--- src/verilog/cwc_pkg.sv ---
// Constants and carrier types for the CAN transceiver mode and wake control.
// Assumes one 100 MHz device clock and that all inputs are synchronous to it.
// Function
// - No dominant during enabling; afterwards only a dominant after recessive goes out.
// - In Normal and receive-only the receive line follows the bus: low dominant, high recessive.
// - Receive-only disables the driver; it can be selected only in Normal or Stop.
// - Wake-capable selectable in Stop, Sleep, Restart, Normal; forced in Fail-Safe.
// - A detected wake pattern holds the receive line low until the mode changes or Stop or Fail-Safe is commanded.
// - Wake pattern: dominant, recessive, dominant phases, each between the filter limits.
// - After a bus wake the mode field still reads the wake-capable code.
// - Entering Stop or Fail-Safe, or Stop commanded again, rearms detection.
// - The bus wake flag is cleared before rearming; a mode toggle clears it.
// - Wake in Stop or Normal: interrupt low, bus source recorded, receive line low.
// - A bus wake in Stop keeps the chip in Stop.
// - Bus wake in Stop enables the watchdog if watchdog-on-bus-wake was set.
// - Wake in Sleep goes to Restart then Normal, no interrupt, source recorded.
// - Transmit dominant too long in Normal forces recessive and sets bus fault.
// - Transmitter returns by itself once the transmit line is recessive again.
// - Bus dominant too long in Normal or receive-only sets bus fault.
// - Mode starts Off; in Off all bus wake activity is ignored.
// - Transceiver Normal mode is granted only in chip Normal mode.
package cwc_pkg;

    // *****************************************************************
    // Timing
    // *****************************************************************
    localparam int CLK_MHZ           = 100;
    localparam int ENABLE_DELAY_US   = 10;
    localparam int WAKE_MIN_NS       = 500;
    localparam int WAKE_MAX_US       = 1800;
    localparam int TX_TIMEOUT_US     = 2700;
    localparam int BUS_TIMEOUT_US    = 2700;
    localparam int ENABLE_DELAY_CYC  = ENABLE_DELAY_US * CLK_MHZ;
    localparam int WAKE_MIN_CYC      = (WAKE_MIN_NS * CLK_MHZ + 999) / 1000;
    localparam int WAKE_MAX_CYC      = WAKE_MAX_US * CLK_MHZ;
    localparam int TX_TIMEOUT_CYC    = TX_TIMEOUT_US * CLK_MHZ;
    localparam int BUS_TIMEOUT_CYC   = BUS_TIMEOUT_US * CLK_MHZ;
    localparam int CNT_W             = 20;

    // *****************************************************************
    // Mode codes
    // *****************************************************************
    localparam logic [1:0] TRX_OFF    = 2'h0;
    localparam logic [1:0] TRX_WAKE   = 2'h1;
    localparam logic [1:0] TRX_RXONLY = 2'h2;
    localparam logic [1:0] TRX_NORMAL = 2'h3;

    typedef enum logic [2:0] {
        CHIP_NORMAL,
        CHIP_STOP,
        CHIP_SLEEP,
        CHIP_RESTART,
        CHIP_FAILSAFE
    } cwc_chip_t;

    typedef enum logic [1:0] {
        WK_IDLE,
        WK_DOM1,
        WK_REC,
        WK_DOM2
    } cwc_wake_t;

    // Status carried out of the block
    typedef struct packed {
        logic       busWakeFlag;
        logic       wakeSourceStatus;
        logic       busFault;
        logic       txTimedOut;
        logic       watchdogEnable;
    } cwc_status_t;

    // All state of the block
    typedef struct packed {
        logic [1:0]        mode;
        cwc_chip_t         chip;
        logic [CNT_W-1:0]  enCnt;
        logic              enDone;
        logic              txArmed;
        logic [CNT_W-1:0]  txCnt;
        logic [CNT_W-1:0]  busCnt;
        cwc_wake_t         wk;
        logic [CNT_W-1:0]  wkCnt;
        logic              wakeLatched;
        logic              intLow;
        logic              rxLine;
        logic              busDrive;
        cwc_status_t       st;
    } cwc_state_t;

endpackage : cwc_pkg

--- src/verilog/cwc_mode_wake.sv ---
// CAN transceiver mode control, wake detection and dominant time-outs.
// Assumes chip power mode requests and SPI writes arrive as one-cycle strobes.
`timescale 1ns/1ps
`default_nettype none

module cwc_mode_wake
    import cwc_pkg::*;
#(
    parameter int ENABLE_CYC  = ENABLE_DELAY_CYC,
    parameter int WMIN_CYC    = WAKE_MIN_CYC,
    parameter int WMAX_CYC    = WAKE_MAX_CYC,
    parameter int TXTO_CYC    = TX_TIMEOUT_CYC,
    parameter int BUSTO_CYC   = BUS_TIMEOUT_CYC
)(
    input  wire logic        mclk,              // Device clock
    input  wire logic        nrst,              // Sync reset, active low
    input  wire logic        modeWrite,         // Strobe: write transceiver mode
    input  wire logic [1:0]  modeWriteData,     // Requested transceiver mode
    input  wire logic        chipModeWrite,     // Strobe: chip power mode change
    input  wire cwc_chip_t   chipModeData,      // Requested chip power mode
    input  wire logic        watchdogOnBusWake, // Enable watchdog on bus wake
    input  wire logic        watchdogDisable,   // Strobe: software disables watchdog
    input  wire logic        wakeFlagClear,     // Strobe: clear bus wake flag
    input  wire logic        faultClear,        // Strobe: clear bus fault flag
    input  wire logic        txLine,            // From controller, low is dominant
    input  wire logic        busDominant,       // Receiver comparator output
    output logic             rxLine,            // To controller, low is dominant
    output logic             busDrive,          // Drive dominant onto bus
    output logic             transmitterReady,  // Enabling delay elapsed
    output logic [1:0]       transceiverMode,   // Mode field readback
    output cwc_chip_t        chipMode,          // Present chip power mode
    output logic             intLowN,           // Interrupt, active low
    output cwc_status_t      status             // Flags
);

    // *****************************************************************
    // Elaboration checks
    // *****************************************************************
    if (WMIN_CYC < 1 || WMAX_CYC <= WMIN_CYC || WMAX_CYC >= (1 << CNT_W) ||
        ENABLE_CYC < 1 || ENABLE_CYC >= (1 << CNT_W) ||
        TXTO_CYC >= (1 << CNT_W) || BUSTO_CYC >= (1 << CNT_W))
    begin : g_bad
        $error("cwc_mode_wake: timing parameters out of range");
    end

    localparam logic [CNT_W-1:0] EN_C   = CNT_W'(ENABLE_CYC);
    localparam logic [CNT_W-1:0] WMIN_C = CNT_W'(WMIN_CYC);
    localparam logic [CNT_W-1:0] WMAX_C = CNT_W'(WMAX_CYC);
    localparam logic [CNT_W-1:0] TXTO_C = CNT_W'(TXTO_CYC);
    localparam logic [CNT_W-1:0] BUTO_C = CNT_W'(BUSTO_CYC);
    localparam logic [CNT_W-1:0] ONE_C  = CNT_W'(1);

    cwc_state_t s_q;
    cwc_state_t s_d;

    // *****************************************************************
    // Next state
    // *****************************************************************
    // Mode changes, wake detection and time-outs share one process so
    // that a mode change and a wake in the same cycle resolve one way.
    always_comb
    begin
        logic       modeChanged;
        logic       rearm;
        logic       wakeHit;
        logic       phaseOk;
        logic       driveOn;
        logic [1:0] req;
        s_d         = s_q;
        modeChanged = 1'b0;
        rearm       = 1'b0;
        wakeHit     = 1'b0;
        driveOn     = 1'b0;
        req         = modeWriteData;
        phaseOk     = (s_q.wkCnt > WMIN_C) && (s_q.wkCnt < WMAX_C);

        // Chip power mode; Fail-Safe forces wake-capable
        if (chipModeWrite)
        begin
            if (chipModeData == CHIP_STOP || chipModeData == CHIP_FAILSAFE)
                rearm = 1'b1;
            s_d.chip = chipModeData;
            if (chipModeData == CHIP_FAILSAFE && s_q.mode != TRX_WAKE)
            begin
                s_d.mode    = TRX_WAKE;
                modeChanged = 1'b1;
            end
        end

        // Mode write, gated by the chip power mode
        if (modeWrite && req != s_q.mode)
        begin
            unique case (req)
                TRX_OFF:
                begin
                    s_d.mode    = req;
                    modeChanged = 1'b1;
                end
                TRX_WAKE:
                    if (s_q.chip != CHIP_FAILSAFE)
                    begin
                        s_d.mode    = req;
                        modeChanged = 1'b1;
                    end
                TRX_RXONLY:
                    if (s_q.chip == CHIP_NORMAL || s_q.chip == CHIP_STOP)
                    begin
                        s_d.mode    = req;
                        modeChanged = 1'b1;
                    end
                TRX_NORMAL:
                    if (s_q.chip == CHIP_NORMAL)
                    begin
                        s_d.mode    = req;
                        modeChanged = 1'b1;
                    end
            endcase
        end

        // Leaving or toggling the mode clears the wake latch and flag
        if (modeChanged || rearm)
        begin
            s_d.wakeLatched    = 1'b0;
            s_d.st.busWakeFlag = 1'b0;
            s_d.wk             = WK_IDLE;
            s_d.wkCnt          = '0;
        end

        // Wake pattern filter: dominant, recessive, dominant
        if (s_q.mode == TRX_WAKE && !s_q.wakeLatched && !s_q.st.busWakeFlag)
        begin
            s_d.wkCnt = (s_q.wkCnt == WMAX_C) ? s_q.wkCnt : s_q.wkCnt + ONE_C;
            unique case (s_q.wk)
                WK_IDLE:
                    if (busDominant)
                    begin
                        s_d.wk    = WK_DOM1;
                        s_d.wkCnt = ONE_C;
                    end
                WK_DOM1:
                    if (!busDominant)
                    begin
                        s_d.wk    = phaseOk ? WK_REC : WK_IDLE;
                        s_d.wkCnt = ONE_C;
                    end
                WK_REC:
                    if (busDominant)
                    begin
                        s_d.wk    = phaseOk ? WK_DOM2 : WK_DOM1;
                        s_d.wkCnt = ONE_C;
                    end
                    else if (s_q.wkCnt == WMAX_C)
                        s_d.wk = WK_IDLE;
                WK_DOM2:
                    if (!busDominant)
                    begin
                        wakeHit   = phaseOk;
                        s_d.wk    = WK_IDLE;
                        s_d.wkCnt = '0;
                    end
            endcase
            // Off mode never reaches here, so wakes there are ignored
            if (modeChanged || rearm)
                wakeHit = 1'b0;
        end
        else if (!(modeChanged || rearm))
        begin
            s_d.wk    = WK_IDLE;
            s_d.wkCnt = '0;
        end

        // Wake effects per chip power mode; mode field stays wake-capable
        if (wakeHit)
        begin
            s_d.wakeLatched         = 1'b1;
            s_d.st.busWakeFlag      = 1'b1;
            s_d.st.wakeSourceStatus = 1'b1;
            unique case (s_q.chip)
                CHIP_NORMAL:
                    s_d.intLow = 1'b1;
                CHIP_STOP:
                begin
                    s_d.intLow = 1'b1;
                    if (watchdogOnBusWake)
                        s_d.st.watchdogEnable = 1'b1;
                end
                CHIP_SLEEP,
                CHIP_FAILSAFE:
                    s_d.chip = CHIP_RESTART;
                CHIP_RESTART:
                    s_d.chip = CHIP_NORMAL;
            endcase
        end
        else if (s_q.chip == CHIP_RESTART && s_q.wakeLatched && !chipModeWrite)
            s_d.chip = CHIP_NORMAL;

        if (wakeFlagClear && !wakeHit)
        begin
            s_d.st.busWakeFlag      = 1'b0;
            s_d.st.wakeSourceStatus = 1'b0;
            s_d.intLow              = 1'b0;
        end
        if (watchdogDisable && !wakeHit)
            s_d.st.watchdogEnable = 1'b0;

        // Enabling delay restarts on each entry to Normal
        if (s_d.mode != TRX_NORMAL)
        begin
            s_d.enCnt   = '0;
            s_d.enDone  = 1'b0;
            s_d.txArmed = 1'b0;
        end
        else if (!s_q.enDone)
        begin
            s_d.enCnt  = s_q.enCnt + ONE_C;
            s_d.enDone = (s_q.enCnt + ONE_C >= EN_C);
        end
        else if (txLine)
            s_d.txArmed = 1'b1;

        // Transmit dominant time-out; mode bits are left alone
        if (s_q.mode == TRX_NORMAL && !txLine)
        begin
            if (s_q.txCnt < TXTO_C)
                s_d.txCnt = s_q.txCnt + ONE_C;
            else
                s_d.st.txTimedOut = 1'b1;
        end
        else
        begin
            s_d.txCnt         = '0;
            s_d.st.txTimedOut = 1'b0;
        end

        // Bus dominant clamp
        if ((s_q.mode == TRX_NORMAL || s_q.mode == TRX_RXONLY) && busDominant)
        begin
            if (s_q.busCnt < BUTO_C)
                s_d.busCnt = s_q.busCnt + ONE_C;
        end
        else
            s_d.busCnt = '0;

        // Bus fault: set wins over clear
        if (faultClear)
            s_d.st.busFault = 1'b0;
        if ((s_q.mode == TRX_NORMAL && !txLine && s_q.txCnt >= TXTO_C) ||
            ((s_q.mode == TRX_NORMAL || s_q.mode == TRX_RXONLY) && busDominant &&
             s_q.busCnt >= BUTO_C))
            s_d.st.busFault = 1'b1;

        // Driver: Normal only, delay over, armed, no time-out
        // Next mode is used so that leaving Normal drops the driver at once
        driveOn = (s_d.mode == TRX_NORMAL) && s_q.enDone && s_q.txArmed;
        s_d.busDrive = driveOn && !txLine && !s_d.st.txTimedOut;

        // Receive line: bus level in Normal or receive-only, low while a wake is latched, else high
        if (s_d.wakeLatched)
            s_d.rxLine = 1'b0;
        else if (s_d.mode == TRX_NORMAL || s_d.mode == TRX_RXONLY)
            s_d.rxLine = !busDominant;
        else
            s_d.rxLine = 1'b1;
    end

    // *****************************************************************
    // State register
    // *****************************************************************
    always_ff @(posedge mclk)
    begin
        if (!nrst)
        begin
            s_q        <= '0;
            s_q.mode   <= TRX_OFF;
            s_q.chip   <= CHIP_NORMAL;
            s_q.wk     <= WK_IDLE;
            s_q.rxLine <= 1'b1;
        end
        else
            s_q <= s_d;
    end

    // Outputs straight from flip-flops
    assign rxLine           = s_q.rxLine;
    assign busDrive         = s_q.busDrive;
    assign transmitterReady = s_q.enDone;
    assign transceiverMode  = s_q.mode;
    assign chipMode         = s_q.chip;
    assign intLowN          = !s_q.intLow;
    assign status           = s_q.st;

endmodule : cwc_mode_wake // cwc_mode_wake

`default_nettype wire

--- config.mk ---
export PLATFORM = sky130hd
export DESIGN_NAME = cwc_mode_wake
export DESIGN_NICKNAME = d
export VERILOG_FILES = /design/src/verilog/cwc_pkg.sv /design/src/verilog/cwc_mode_wake.sv
export SDC_FILE = /design/constraint.sdc
export NUM_CORES = 1
export LEC_CHECK = 0
export ABC_AREA = 1
export BUFFER_PORTS_ARGS = -buffer_cell sky130_fd_sc_hd__buf_2
export CAP_MARGIN = 40
export CORE_AREA = 8 8 110 112
export CTS_CLUSTER_SIZE = 20
export DETAILED_ROUTE_END_ITERATION = 6
export DIE_AREA = 0 0 118 120
export PLACE_DENSITY = 0.8
export SYNTH_ARGS = -nofsm -noshare
export SYNTH_HDL_FRONTEND = slang
export SYNTH_SLANG_ARGS = --single-unit
--- constraint.sdc ---
create_clock -name mclk -period 2.5 [get_ports mclk]
set_input_delay 0.625 -clock mclk [delete_from_list [all_inputs] [get_ports mclk]]
set_output_delay 0.625 -clock mclk [all_outputs]
set_load 0.02 [all_outputs]
After elaboration in Yosys (flattened, before gate mapping)
Index checks and enable logic that the tools add are counted.

operators by class
  $add $sub $neg = 4
  $lt $le $gt $ge = 7
  equal/unequal tests = 22
  multiplexer cells = 47
  bitwise gates (word level) = 1
  reduce and logical (&&, ||, !) cells = 46

operators with widths
  kind                     count
  $mux W22                 5
  $pmux W22 S4             1
  $add A20 B1 Y20 const B  4
  $ge A20 B19 Y1 const B   2
  $lt A20 B19 Y1 const B   2
  $mux W20                 2
  $mux W23                 1
  $mux W2                  11
  $mux W1                  21
  $eq A20 B18 Y1 const B   1
  $ge A20 B10 Y1 const B   1
  $gt A20 B6 Y1 const B    1
  $lt A20 B18 Y1 const B   1
  $logic_and A1 B1 Y1      17
  $eq A2 B2 Y1 const B     8
  $reduce_or A2 Y1         5
  $logic_not A1 Y1         8
  $pmux W2 S4              1
  $reduce_and A2 Y1        4
  $eq A2 B1 Y1 const B     3
  $eq A3 B1 Y1 const B     2
  $eq A3 B2 Y1 const B     2
  $eq A3 B3 Y1 const B     2
  $logic_or A1 B1 Y1       6
  13 further kinds         16

storage, ports and cells
  bits in registers = 98
  input port bits = 15
  output and inout port bits = 14
  word-level logic and storage cells = 145

Depth between registers and ports, before layout
Gate-level depths: netlist of run 1.

  word-level depth = 13
  gate-level depth with buffers = 13
  mapped depth without buffers = 13

Worst setup path after synthesis of run 1
Ideal clock, no wire load.

  path type = in2reg
  from = input port chipModeWrite
  to = register, netlist name rxLine
  library setup time = 0.118 ns
  data arrival time = 1.555 ns
  data required time = 2.382 ns
  path slack = 0.827 ns
  stages on the path = 10
  buffers on the path = 0
  path through = inv_1 nor2_1 nand3_1 inv_1 nor2_1 nand3_2 nor2_8 nand2_8 a21oi_2 nor2_1

between the ends
  cells in the longest elaborated chain, start to end = 9
  elaborated cells between the ends (all ways) = 23
  classes of those cells = 2 x eq/ne; 19 x mux; 2 x reduce/logical

ends and longest elaborated chain
  what                        line                                                              RTL
  start, declared             cwc_mode_wake.sv:19                                               input wire logic chipModeWrite,
  $mux W1                     cwc_mode_wake.sv:78                                               if (chipModeWrite)
  $mux W1 (on tied branches)  cwc_mode_wake.sv:112, cwc_mode_wake.sv:100, cwc_mode_wake.sv:106
  $pmux W1 S4                 cwc_mode_wake.sv:93                                               unique case (req)
  $mux W1                     cwc_mode_wake.sv:91                                               if (modeWrite && req != s_q.mode)
  $logic_or A1 B1 Y1          cwc_mode_wake.sv:121, cwc_mode_wake.sv:163
  $mux W1                     cwc_mode_wake.sv:163                                              if (modeChanged || rearm)
  $mux W1                     cwc_mode_wake.sv:130                                              if (s_q.mode == TRX_WAKE && !s_q.wakeLatched && !s_q.st.busWakeFlag)
  $mux W2                     cwc_mode_wake.sv:173                                              if (wakeHit)
  $mux W1 (*)                 cwc_mode_wake.sv:258                                              if (s_d.wakeLatched)

Mark *: on every way between the ends. The rest lies on a longest branch, timed or not.
A chain may end at the register's enable or synchronous reset.

Worst setup path in the final report of run 1
  from = register s_q[9] (netlist bit)
  to = register s_q[25] (netlist bit)

between the ends
  cells in the longest elaborated chain, start to end = 5
  elaborated cells between the ends (all ways) = 9
  classes of those cells = 1 x add/sub; 1 x eq/ne; 7 x mux

ends and longest elaborated chain
  what                                               line                  RTL
  start, declared                                    cwc_mode_wake.sv:53   cwc_state_t s_q;
  $add A20 B1 Y20 or $eq A20 B18 Y1 (tied branches)  cwc_mode_wake.sv:132  s_d.wkCnt = (s_q.wkCnt == WMAX_C) ? s_q.wkCnt : s_q.wkCnt + ONE_C;
  $mux W20 (*)                                       cwc_mode_wake.sv:132
  $mux W22, or another cell as far along             cwc_mode_wake.sv:155  if (!busDominant)
  $pmux W22 S4 (*)                                   cwc_mode_wake.sv:133  unique case (s_q.wk)
  $mux W22 (*)                                       cwc_mode_wake.sv:130

Marked as above.

==> results of run 1 <==
==> cells in the mapped netlist (3+ instances only) <==
| master | n |
|---|---|
| ha_1 | 8 |
| o21bai_1 | 3 |
| nor3_1 | 25 |
| inv_1 | 98 |
| nor2_2 | 8 |
| dfxtp_1 | 98 |
| o21ai_0 | 24 |
| nand2_1 | 248 |
| nor3_2 | 3 |
| a31oi_1 | 3 |
| nand2_2 | 7 |
| buf_6 | 3 |
| xor2_1 | 28 |
| nand3_2 | 4 |
| a21oi_1 | 61 |
| xnor2_1 | 6 |
| nor2_4 | 4 |
| inv_2 | 6 |
| nand3_1 | 56 |
| nand2_4 | 3 |
| nand3b_1 | 4 |
| buf_2 | 3 |
| nor2_1 | 112 |
| buf_4 | 13 |
| nand4_1 | 26 |
| a21oi_2 | 13 |
| clkbuf_1 | 7 |
==> path summary, 6_finish.rpt <==
check,startpoint,to,slack [ps],cells after the start
worst max-delay path,s_q[9]$_SDFF_PN0_,s_q[25]$_SDFF_PN0_,610,9
worst min-delay path,s_q[50]$_SDFFE_PN0P_,s_q[50]$_SDFFE_PN0P_,460,2
worst max register to register,s_q[9]$_SDFF_PN0_,s_q[25]$_SDFF_PN0_,610,9
worst min register to register,s_q[50]$_SDFFE_PN0P_,s_q[50]$_SDFFE_PN0P_,460,2
==> report_power, final <==
group / total, W / switching, W / internal, W / leakage, nW
logic: 0.000141 / 0.0000949 / 0.0000464 / 1.41
clock network: 0.00107 / 0.000559 / 0.000512 / 0.101
registers: 0.00158 / 0.0000130 / 0.00157 / 0.790
total: 0.00279 / 0.000667 / 0.00213 / 2.30
==> cells by family after synthesis <==
group	after synthesis	share of synthesized area, %
simple gates	511	39.0
compound gates	116	11.5
xor+xnor	34	5.04
fa+ha+maj	8	1.69
flops	98	33.2
buf+inv	131	9.61
==> flip-flops by register name, indices dropped and copies added (netlist names) <==
name and flops:
rxLine 1, transceiverMode 2, chipMode 3, busDrive 1, status 5, transmitterReady 1
s_q 85
==> per-stage QoR <==
step	setup slack, ps	instance area [µm²]	hold slack, ps	total power (W)
finish	607	6300	458	0.00279
global route	358	6300	483	0.00290
CTS	611	6300	459	0.00282
detailed placement	563	6090	443	0.00176
global placement	610	6090	437	0.00176
floorplan	827	5910	421	0.00172
==> cells in the final DEF, fill, tap and decap left out, drive strengths merged, types with 6 or more instances in the layout <==
cell type / netlist / final
nor2: 125 / 125
nand3: 60 / 60
nand4: 27 / 27
dfxtp: 98 / 98
nor3: 29 / 29
xor2: 28 / 28
a21oi: 74 / 74
o21ai: 26 / 26
nand2: 259 / 259
clkbuf: 8 / 11
ha: 8 / 8
xnor2: 6 / 6
inv: 104 / 104
buf: 19 / 34
==> worst max-delay path, cell delays in order, from the launching register on <==
cell and delay [ps]:
dfxtp_1 410, ha_1 200, nand2_1 60, inv_1 90
nand3_1 200, nor3_2 280, nand4_1 190, nor2_1 160
xor2_1 160, nor2_1 50
==> routing by layer <==
layer	track usage, %	part of all wire [%]
met1	24.2	49
met2	30.3	46
met3	4.04	4.1
met4	5.76	1.5
met5	0	0
==> final cells by class <==
cell class	instances	area, µm²
clock buffers	11	151
fillers	1025	4210
flip-flops and latches	98	1960
well taps	140	175
multi-input cells	669	3380
clock inverters	4	51.3
repair buffers	34	185
inverters	104	390
==> impl_metrics.json, run 1 <==
{
  "grt_pass1_vias": 5002,
  "slew_headroom_pct": 63.5,
  "cap_violations": 0,
  "rsz0062_at_grt": "false",
  "hpwlAfterDp_um": 9620,
  "synth.area.top_cells": "dfxtp_1 (33%), nand2_1 (16%), nor2_1 (7.1%), inv_1 (6.2%), a21oi_1 (5.2%)",
  "firstDrtPassIters": 5,
  "worst_setup_path_start_kind": "flip-flop",
  "setup_tns_ps": 0,
  "worstSetupPathType": "reg2reg",
  "synth.cell_area_um2": 5910,
  "worstPathMaxFanout": 5,
  "maxSlewViolCount": 0,
  "overflow": 0,
  "cp_data_arrival_time_ps": 2180,
  "vias_per_cell": 5.20,
  "worstMarginPinSlew_ps": 547,
  "yosysWarnings": 0,
  "cts_setup_buffers": 0,
  "finalNonFillerCells": 1060,
  "insertion_delay_ps": 380,
  "cts_max_level": 3,
  "cts_tree": "yes",
  "n_antenna_cell": 0,
  "hold_class": "reg2reg",
  "syn_nets": 921,
  "status": "complete, no violations",
  "fin_nets": 939,
  "p_leak_nw": 2.30,
  "fin_crit_ps": 1890,
  "drc": 0,
  "clockBufferDepth": 2,
  "avgSynthCellArea_um2": 6.58,
  "wire_per_inst_um": 12.1,
  "ioPinCount": 29,
  "drt-total-wl_um": 12900,
  "final_antenna_net_count": 0,
  "required_ps": 2780,
  "setup_viol": 0,
  "grt.total_usage_pct": 18.6,
  "cts_buffers": 9,
  "gp_congestion": 0.922,
  "ctsResizeCount": 0,
  "port_buffers": 28,
  "die_w_um": 118,
  "core.rowCount": 38,
  "finalCritPeriodShare_pct": 75.7,
  "synth-edff-count": 0,
  "yosysUniqueCellTypes": 46,
  "fmax_mhz": 528,
  "final.setup_skew_ps": 8.76,
  "antenna_found_initial": 0,
  "path_clk_slew_ps": 100,
  "hold_viol_final": 0,
  "ctsRootBufferMaster": "clkbuf_8",
  "num_vias": 5513,
  "ir_drop_uv": 245,
  "die_h_um": 120,
  "syn_inst": 898,
  "grt_max_degree": 24,
  "yosysSeqAreaShare_pct": 33.2,
  "cts.sinks": 98,
  "endpoint_kind": "flip-flop",
  "start_util_pct": 56.3,
  "drive_gt1_share_pct": 11.5,
  "power_density_nw_per_um2": 444,
  "core_um2": 10500,
  "synth_ff_type": "dfxtp_1",
  "place_inst": 1045,
  "async_flop_share_pct": 0,
  "area_delta_synth_final_pct": 6.52,
  "cts_hold_buf": 0,
  "yosysTopAreaCell": "dfxtp_1",
  "drt_iter0_markers": 378,
  "final_core_util_pct": 59.9,
  "ys_seq_elements": 98,
  "grt_pass1_wl_um": 22400,
  "synth_top_area_share_pct": 33.2,
  "die_area_um2": 14200
}
(Power assumes the default switching activity.)
==> run 2, diff against run 1 <==
CORE_AREA = 8 8 112 114   (was 8 8 110 112)
DIE_AREA = 0 0 120 122   (was 0 0 118 120)
PLACE_DENSITY = 0.81   (was 0.8)
clock period = 1.65 ns   (was 2.5 ns; I/O delays follow)
==> run 2 against run 1 <==
  * Via count is 6.6% higher
  * Global-route usage rose by 0.75 points
  * Register-to-register slack worse by 570 ps
  * Sequential cell count unchanged
  * Clock-buffer cell count is 1 lower
  * Critical path type unchanged
  * Routed wire length grew 12%
  * Highest routed layer unchanged
  * Largest power group unchanged
  * Critical endpoint is now transmitterReady$_SDFF_PP0_
  * Combinational power rose by 110%
  * Worst setup slack worse by 570 ps
  * Critical path depth grew 2
  * Total power up 49%
  * Hold slack worse by 170 ps
==> impl_metrics.json, run 2 (synthesis results as in run 1) <==
{
  "ctsRootBufferMaster": "clkbuf_8",
  "drt_iter0_markers": 397,
  "path_clk_slew_ps": 100,
  "slew_headroom_pct": 76.4,
  "p_leak_nw": 2.72,
  "final_antenna_net_count": 0,
  "drc": 0,
  "cts_max_level": 3,
  "endpoint_kind": "flip-flop",
  "firstDrtPassIters": 5,
  "rsz0062_at_grt": "true",
  "drive_gt1_share_pct": 25.5,
  "final.setup_skew_ps": 9.31,
  "power_density_nw_per_um2": 586,
  "use_met2_pct": 30.9,
  "layout_commonest_cell": "nand2_1",
  "fin_crit_ps": 1610,
  "worst_setup_path_start_kind": "flip-flop",
  "hpwlAfterDp_um": 10100,
  "fin_nets": 1003,
  "setup_tns_ps": 0,
  "use_met1_pct": 24.4,
  "die_w_um": 120,
  "worstPathCellList": "ha_4, nand2_4, nor2_4, buf_6, nand4_1, nand2_1, nand3_1, nor2_1, nand3_1, nor2_1, nor2_1",
  "mostFrequentLayoutCells": "nand2_1 (235), nor2_1 (96), inv_1 (93)",
  "clockBufferDepth": 2,
  "hold_viol_final": 0,
  "hold_ws_ps": 289,
  "n_antenna_cell": 0,
  "crit_family": "simple AND/OR/NAND/NOR gates",
  "die_h_um": 122,
  "die_area_um2": 14600,
  "cts.sinks": 98,
  "fmax_mhz": 620,
  "status": "complete, no violations",
  "timing.critical_path.mode_cell": "nor2_1",
  "ioPinCount": 29,
  "finalNonFillerCells": 1125,
  "port_buffers": 28,
  "hold_class": "in2reg",
  "required_ps": 1930,
  "wire_per_inst_um": 12.8,
  "worstSetupPathType": "reg2reg",
  "grt_pass1_wl_um": 23600,
  "grt.total_usage_pct": 19.3,
  "grt_pass1_vias": 5340,
  "critPathSlowestCell": "dfxtp_2",
  "cp_data_arrival_time_ps": 1900,
  "overflow": 0,
  "gp_congestion": 0.890,
  "start_util_pct": 55.3,
  "largest_register_ffs": 85,
  "maxSlewViolCount": 0,
  "insertion_delay_ps": 390,
  "critPathMaxStageDelay_ps": 370,
  "cts_tree": "yes",
  "top_register": "s_q",
  "finalCritPeriodShare_pct": 97.8,
  "worstMarginPinSlew_ps": 353,
  "antenna_found_initial": 0,
  "layout_setup_ws_ps": 36.4,
  "drt-total-wl_um": 14400,
  "core.rowCount": 38,
  "ir_drop_uv": 388,
  "setup_viol": 0,
  "place_inst": 1098,
  "core_um2": 10700,
  "grt_max_degree": 23,
  "area_delta_synth_final_pct": 20.0,
  "use_met3_pct": 4.86,
  "vias_per_cell": 5.22,
  "num_vias": 5875,
  "cap_violations": 0,
  "grt-busiest-layer": "met2",
  "crit_buf_inv": 1,
  "place_ws_ps": -61.6,
  "worstPathMaxFanout": 4,
  "cts_buffers": 9
}
run 2: changes by cell type in the layout (fill, tap and decap cells not counted), sizes merged:
cell / change
buf: +62
clkinv: +2
nand2: +2
bufinv: -1
clkbuf: -1
clkinvlp: +1
run 2: where the power goes:
group	total [W]	switching, W	internal [W]	leakage, nW
registers	0.00239	0.0000188	0.00237	0.807
clock network	0.00147	0.000882	0.000588	0.0882
logic	0.000294	0.000178	0.000116	1.82
run 2: stage by stage:
step	utilization, %	cell area, µm²	power, W
floorplan	-	5910	0.00261
finish	66.3	7090	0.00416
global route	66.3	7090	0.00430
global placement	60.7	6490	0.00270
detailed placement	60.7	6490	0.00270
CTS	62.6	6700	0.00415
run 2: cell type report:
class | count | area, µm²
clock buffers | 10 | 138
well taps | 140 | 175
flip-flops and latches | 98 | 2010
inverters | 104 | 400
repair buffers | 96 | 662
multi-input cells | 671 | 3660
fillers | 908 | 3600
clock inverters | 6 | 42.5
run 2: path summary, 6_finish.rpt:
kind	startpoint	to	slack, ps	cells past startpoint
setup / recovery	s_q[73]$_SDFFE_PP0N_	transmitterReady$_SDFF_PP0_	40	11
hold / removal	watchdogDisable	status[0]$_SDFFE_PP0P_	290	4
setup reg to reg	s_q[73]$_SDFFE_PP0N_	transmitterReady$_SDFF_PP0_	40	11
hold reg to reg	s_q[70]$_SDFFE_PN0N_	s_q[70]$_SDFFE_PN0N_	470	2
run 2: what timing repair did:
action | in CTS | in global routing
hold buffers | 0 | 0
setup endpoints to repair | 4 | 69
hold endpoints to repair | 0 | 0
cloned | 2 | 0
buffers inserted | 1 | 9
pin swaps | 3 | 30
resized for setup | 2 | 111
run 2: worst min-delay path, cell delays in order:
cell and delay (ps):
buf_2 90, nand2_2 50, nand2_1 60, a21oi_2 30
run 2: layer usage:
layer,share of wire (%),vias up
li1,-,3048
met1,46,2654
met2,46,144
met3,5.3,29
met4,2.2,0
met5,0,-
==> run 3, diff against run 2 <==
==> constraint.sdc (replaced) <==
create_clock -name mclk -period 1.65 [get_ports mclk]
set_input_delay 0.4125 -clock mclk [delete_from_list [all_inputs] [get_ports mclk]]
set_output_delay 0.4125 -clock mclk [all_outputs]
set_load 0.005 [all_outputs]
==> run 3 against run 2 <==
  * The run now ends with negative setup slack left
  * Combinational power up 7.1%
  * Global-route usage down 0.86 points
  * Via count up 2.4%
  * Non-clock buffer count up 6
  * Fmax down 2.3%
  * Critical endpoint unchanged
  * Largest cell class unchanged
==> impl_metrics.json, run 3 (synthesis results as in run 1) <==
{
  "mostFrequentLayoutCells": "nand2_1 (240), nor2_1 (96), inv_1 (92)",
  "setup_viol": 1,
  "cap_violations": 0,
  "die_area_um2": 14600,
  "final.setup_skew_ps": 8.75,
  "ioPinCount": 29,
  "place_inst": 1098,
  "drc": 0,
  "grt.total_usage_pct": 18.5,
  "antenna_found_initial": 1,
  "maxSlewViolCount": 0,
  "cts_max_level": 3,
  "worstSetupPathType": "reg2reg",
  "worstMarginPinSlew_ps": 354,
  "fin_nets": 1009,
  "clockBufferDepth": 2,
  "drt_iter0_markers": 491,
  "p_leak_nw": 2.71,
  "gp_congestion": 0.892,
  "grt_pass1_vias": 5143,
  "die_h_um": 122,
  "cp_data_arrival_time_ps": 1930,
  "finalNonFillerCells": 1132,
  "worstPathMaxFanout": 5,
  "vias_per_cell": 5.32,
  "grt_pass1_wl_um": 22700,
  "grt_max_degree": 24,
  "overflow": 0,
  "top_register": "s_q",
  "drive_gt1_share_pct": 25.1,
  "path_clk_slew_ps": 90,
  "ir_drop_uv": 429,
  "layout_commonest_cell": "nand2_1",
  "ctsRootBufferMaster": "clkbuf_8",
  "fmax_mhz": 605,
  "finalCritPeriodShare_pct": 100,
  "port_buffers": 28,
  "drt-total-wl_um": 14600,
  "insertion_delay_ps": 390,
  "hold_viol_final": 0,
  "status": "finished with violations",
  "area_delta_synth_final_pct": 20.1,
  "hpwlAfterDp_um": 10100,
  "slew_headroom_pct": 76.4,
  "setup_tns_ps": -2.10,
  "core_um2": 10700,
  "die_w_um": 120,
  "largest_register_ffs": 85,
  "start_util_pct": 55.3,
  "firstDrtPassIters": 5,
  "worst_setup_path_start_kind": "flip-flop",
  "final_core_util_pct": 66.4,
  "layout_setup_ws_ps": -2.10,
  "required_ps": 1930,
  "cts_tree": "yes",
  "cts_buffers": 9,
  "hold_class": "in2reg",
  "endpoint_kind": "flip-flop",
  "cts_hold_buf": 0,
  "cts.sinks": 98,
  "failed_checks": "negative setup slack",
  "rsz0062_at_grt": "true",
  "core.rowCount": 38,
  "final_antenna_net_count": 0,
  "power_w": 0.00410,
  "fin_crit_ps": 1650,
  "num_vias": 6018,
  "place_ws_ps": -56.3,
  "power_density_nw_per_um2": 578,
  "wire_per_inst_um": 12.9
}
## run 3: cell types whose count changed in the layout (fill, tap and decap cells not counted), moves of 2 or more
cell,previous run,this run
nand2_2,19,13
buf_4,65,70
nand2_1,235,240
nor2_2,17,20
nor2_4,11,8
clkbuf_1,0,2
inv_2,7,9
nand3_1,52,50
nand3_2,5,7
## run 3: final timing paths
kind / to / cells after the start / slack, ps / startpoint
hold reg to reg: s_q[70]$_SDFFE_PN0N_ / 2 / 460 / s_q[70]$_SDFFE_PN0N_
setup reg to reg: transmitterReady$_SDFF_PP0_ / 11 / -2 / s_q[74]$_SDFFE_PP0N_
setup / recovery: transmitterReady$_SDFF_PP0_ / 11 / -2 / s_q[74]$_SDFFE_PP0N_
hold / removal: status[0]$_SDFFE_PP0P_ / 4 / 300 / watchdogDisable
## run 3: metal layers
layer,share of wire [%],up-vias,GRT usage (%)
met1,45,2705,23.6
met5,0,-,0
met2,47,213,29.3
li1,-,3067,-
met3,6.0,33,3.93
met4,2.3,0,8.82
## run 3: area by class of cell
| class | instances | area [µm²] |
|---|---|---|
| inverter | 104 | 398 |
| timing repair buffer | 102 | 719 |
| multi-input combinational | 671 | 3630 |
| fill | 869 | 3600 |
| sequential | 98 | 2010 |
| antenna | 1 | 2.50 |
| tap | 140 | 175 |
| clock inverter | 5 | 31.3 |
| clock buffer | 11 | 131 |
## run 3: what timing repair did
item / 4_1_cts / 5_1_grt
cloned: 0 / 2
resized for setup: 2 / 100
hold endpoints to repair: 0 / 0
setup endpoints to repair: 1 / 70
setup buffers: 0 / 15
pin swaps: 0 / 31
## run 3: metrics by stage
step | hold slack [ps] | cell area [µm²]
2_1_floorplan | 421 | 5910
3_3_place_gp | 440 | 6490
3_5_place_dp | 446 | 6490
4_1_cts | 275 | 6660
5_1_grt | 286 | 7100
6_report | 296 | 7100
## run 3: report_power, final
group	internal (W)	switching [W]
clock network	0.000544	0.000850
registers	0.00237	0.0000200
logic	0.000132	0.000183
total	0.00305	0.00105
## run 3: worst max-delay path, cell delays in order, from the launching register on
cell and delay [ps]:
dfxtp_2 360, buf_4 140, nand2_1 80, nor2_1 110
buf_4 150, nand3_2 110, nor3_2 140, nor2_1 90
nor2_1 110, nand3_1 80, nor2_1 130, nor2_1 50
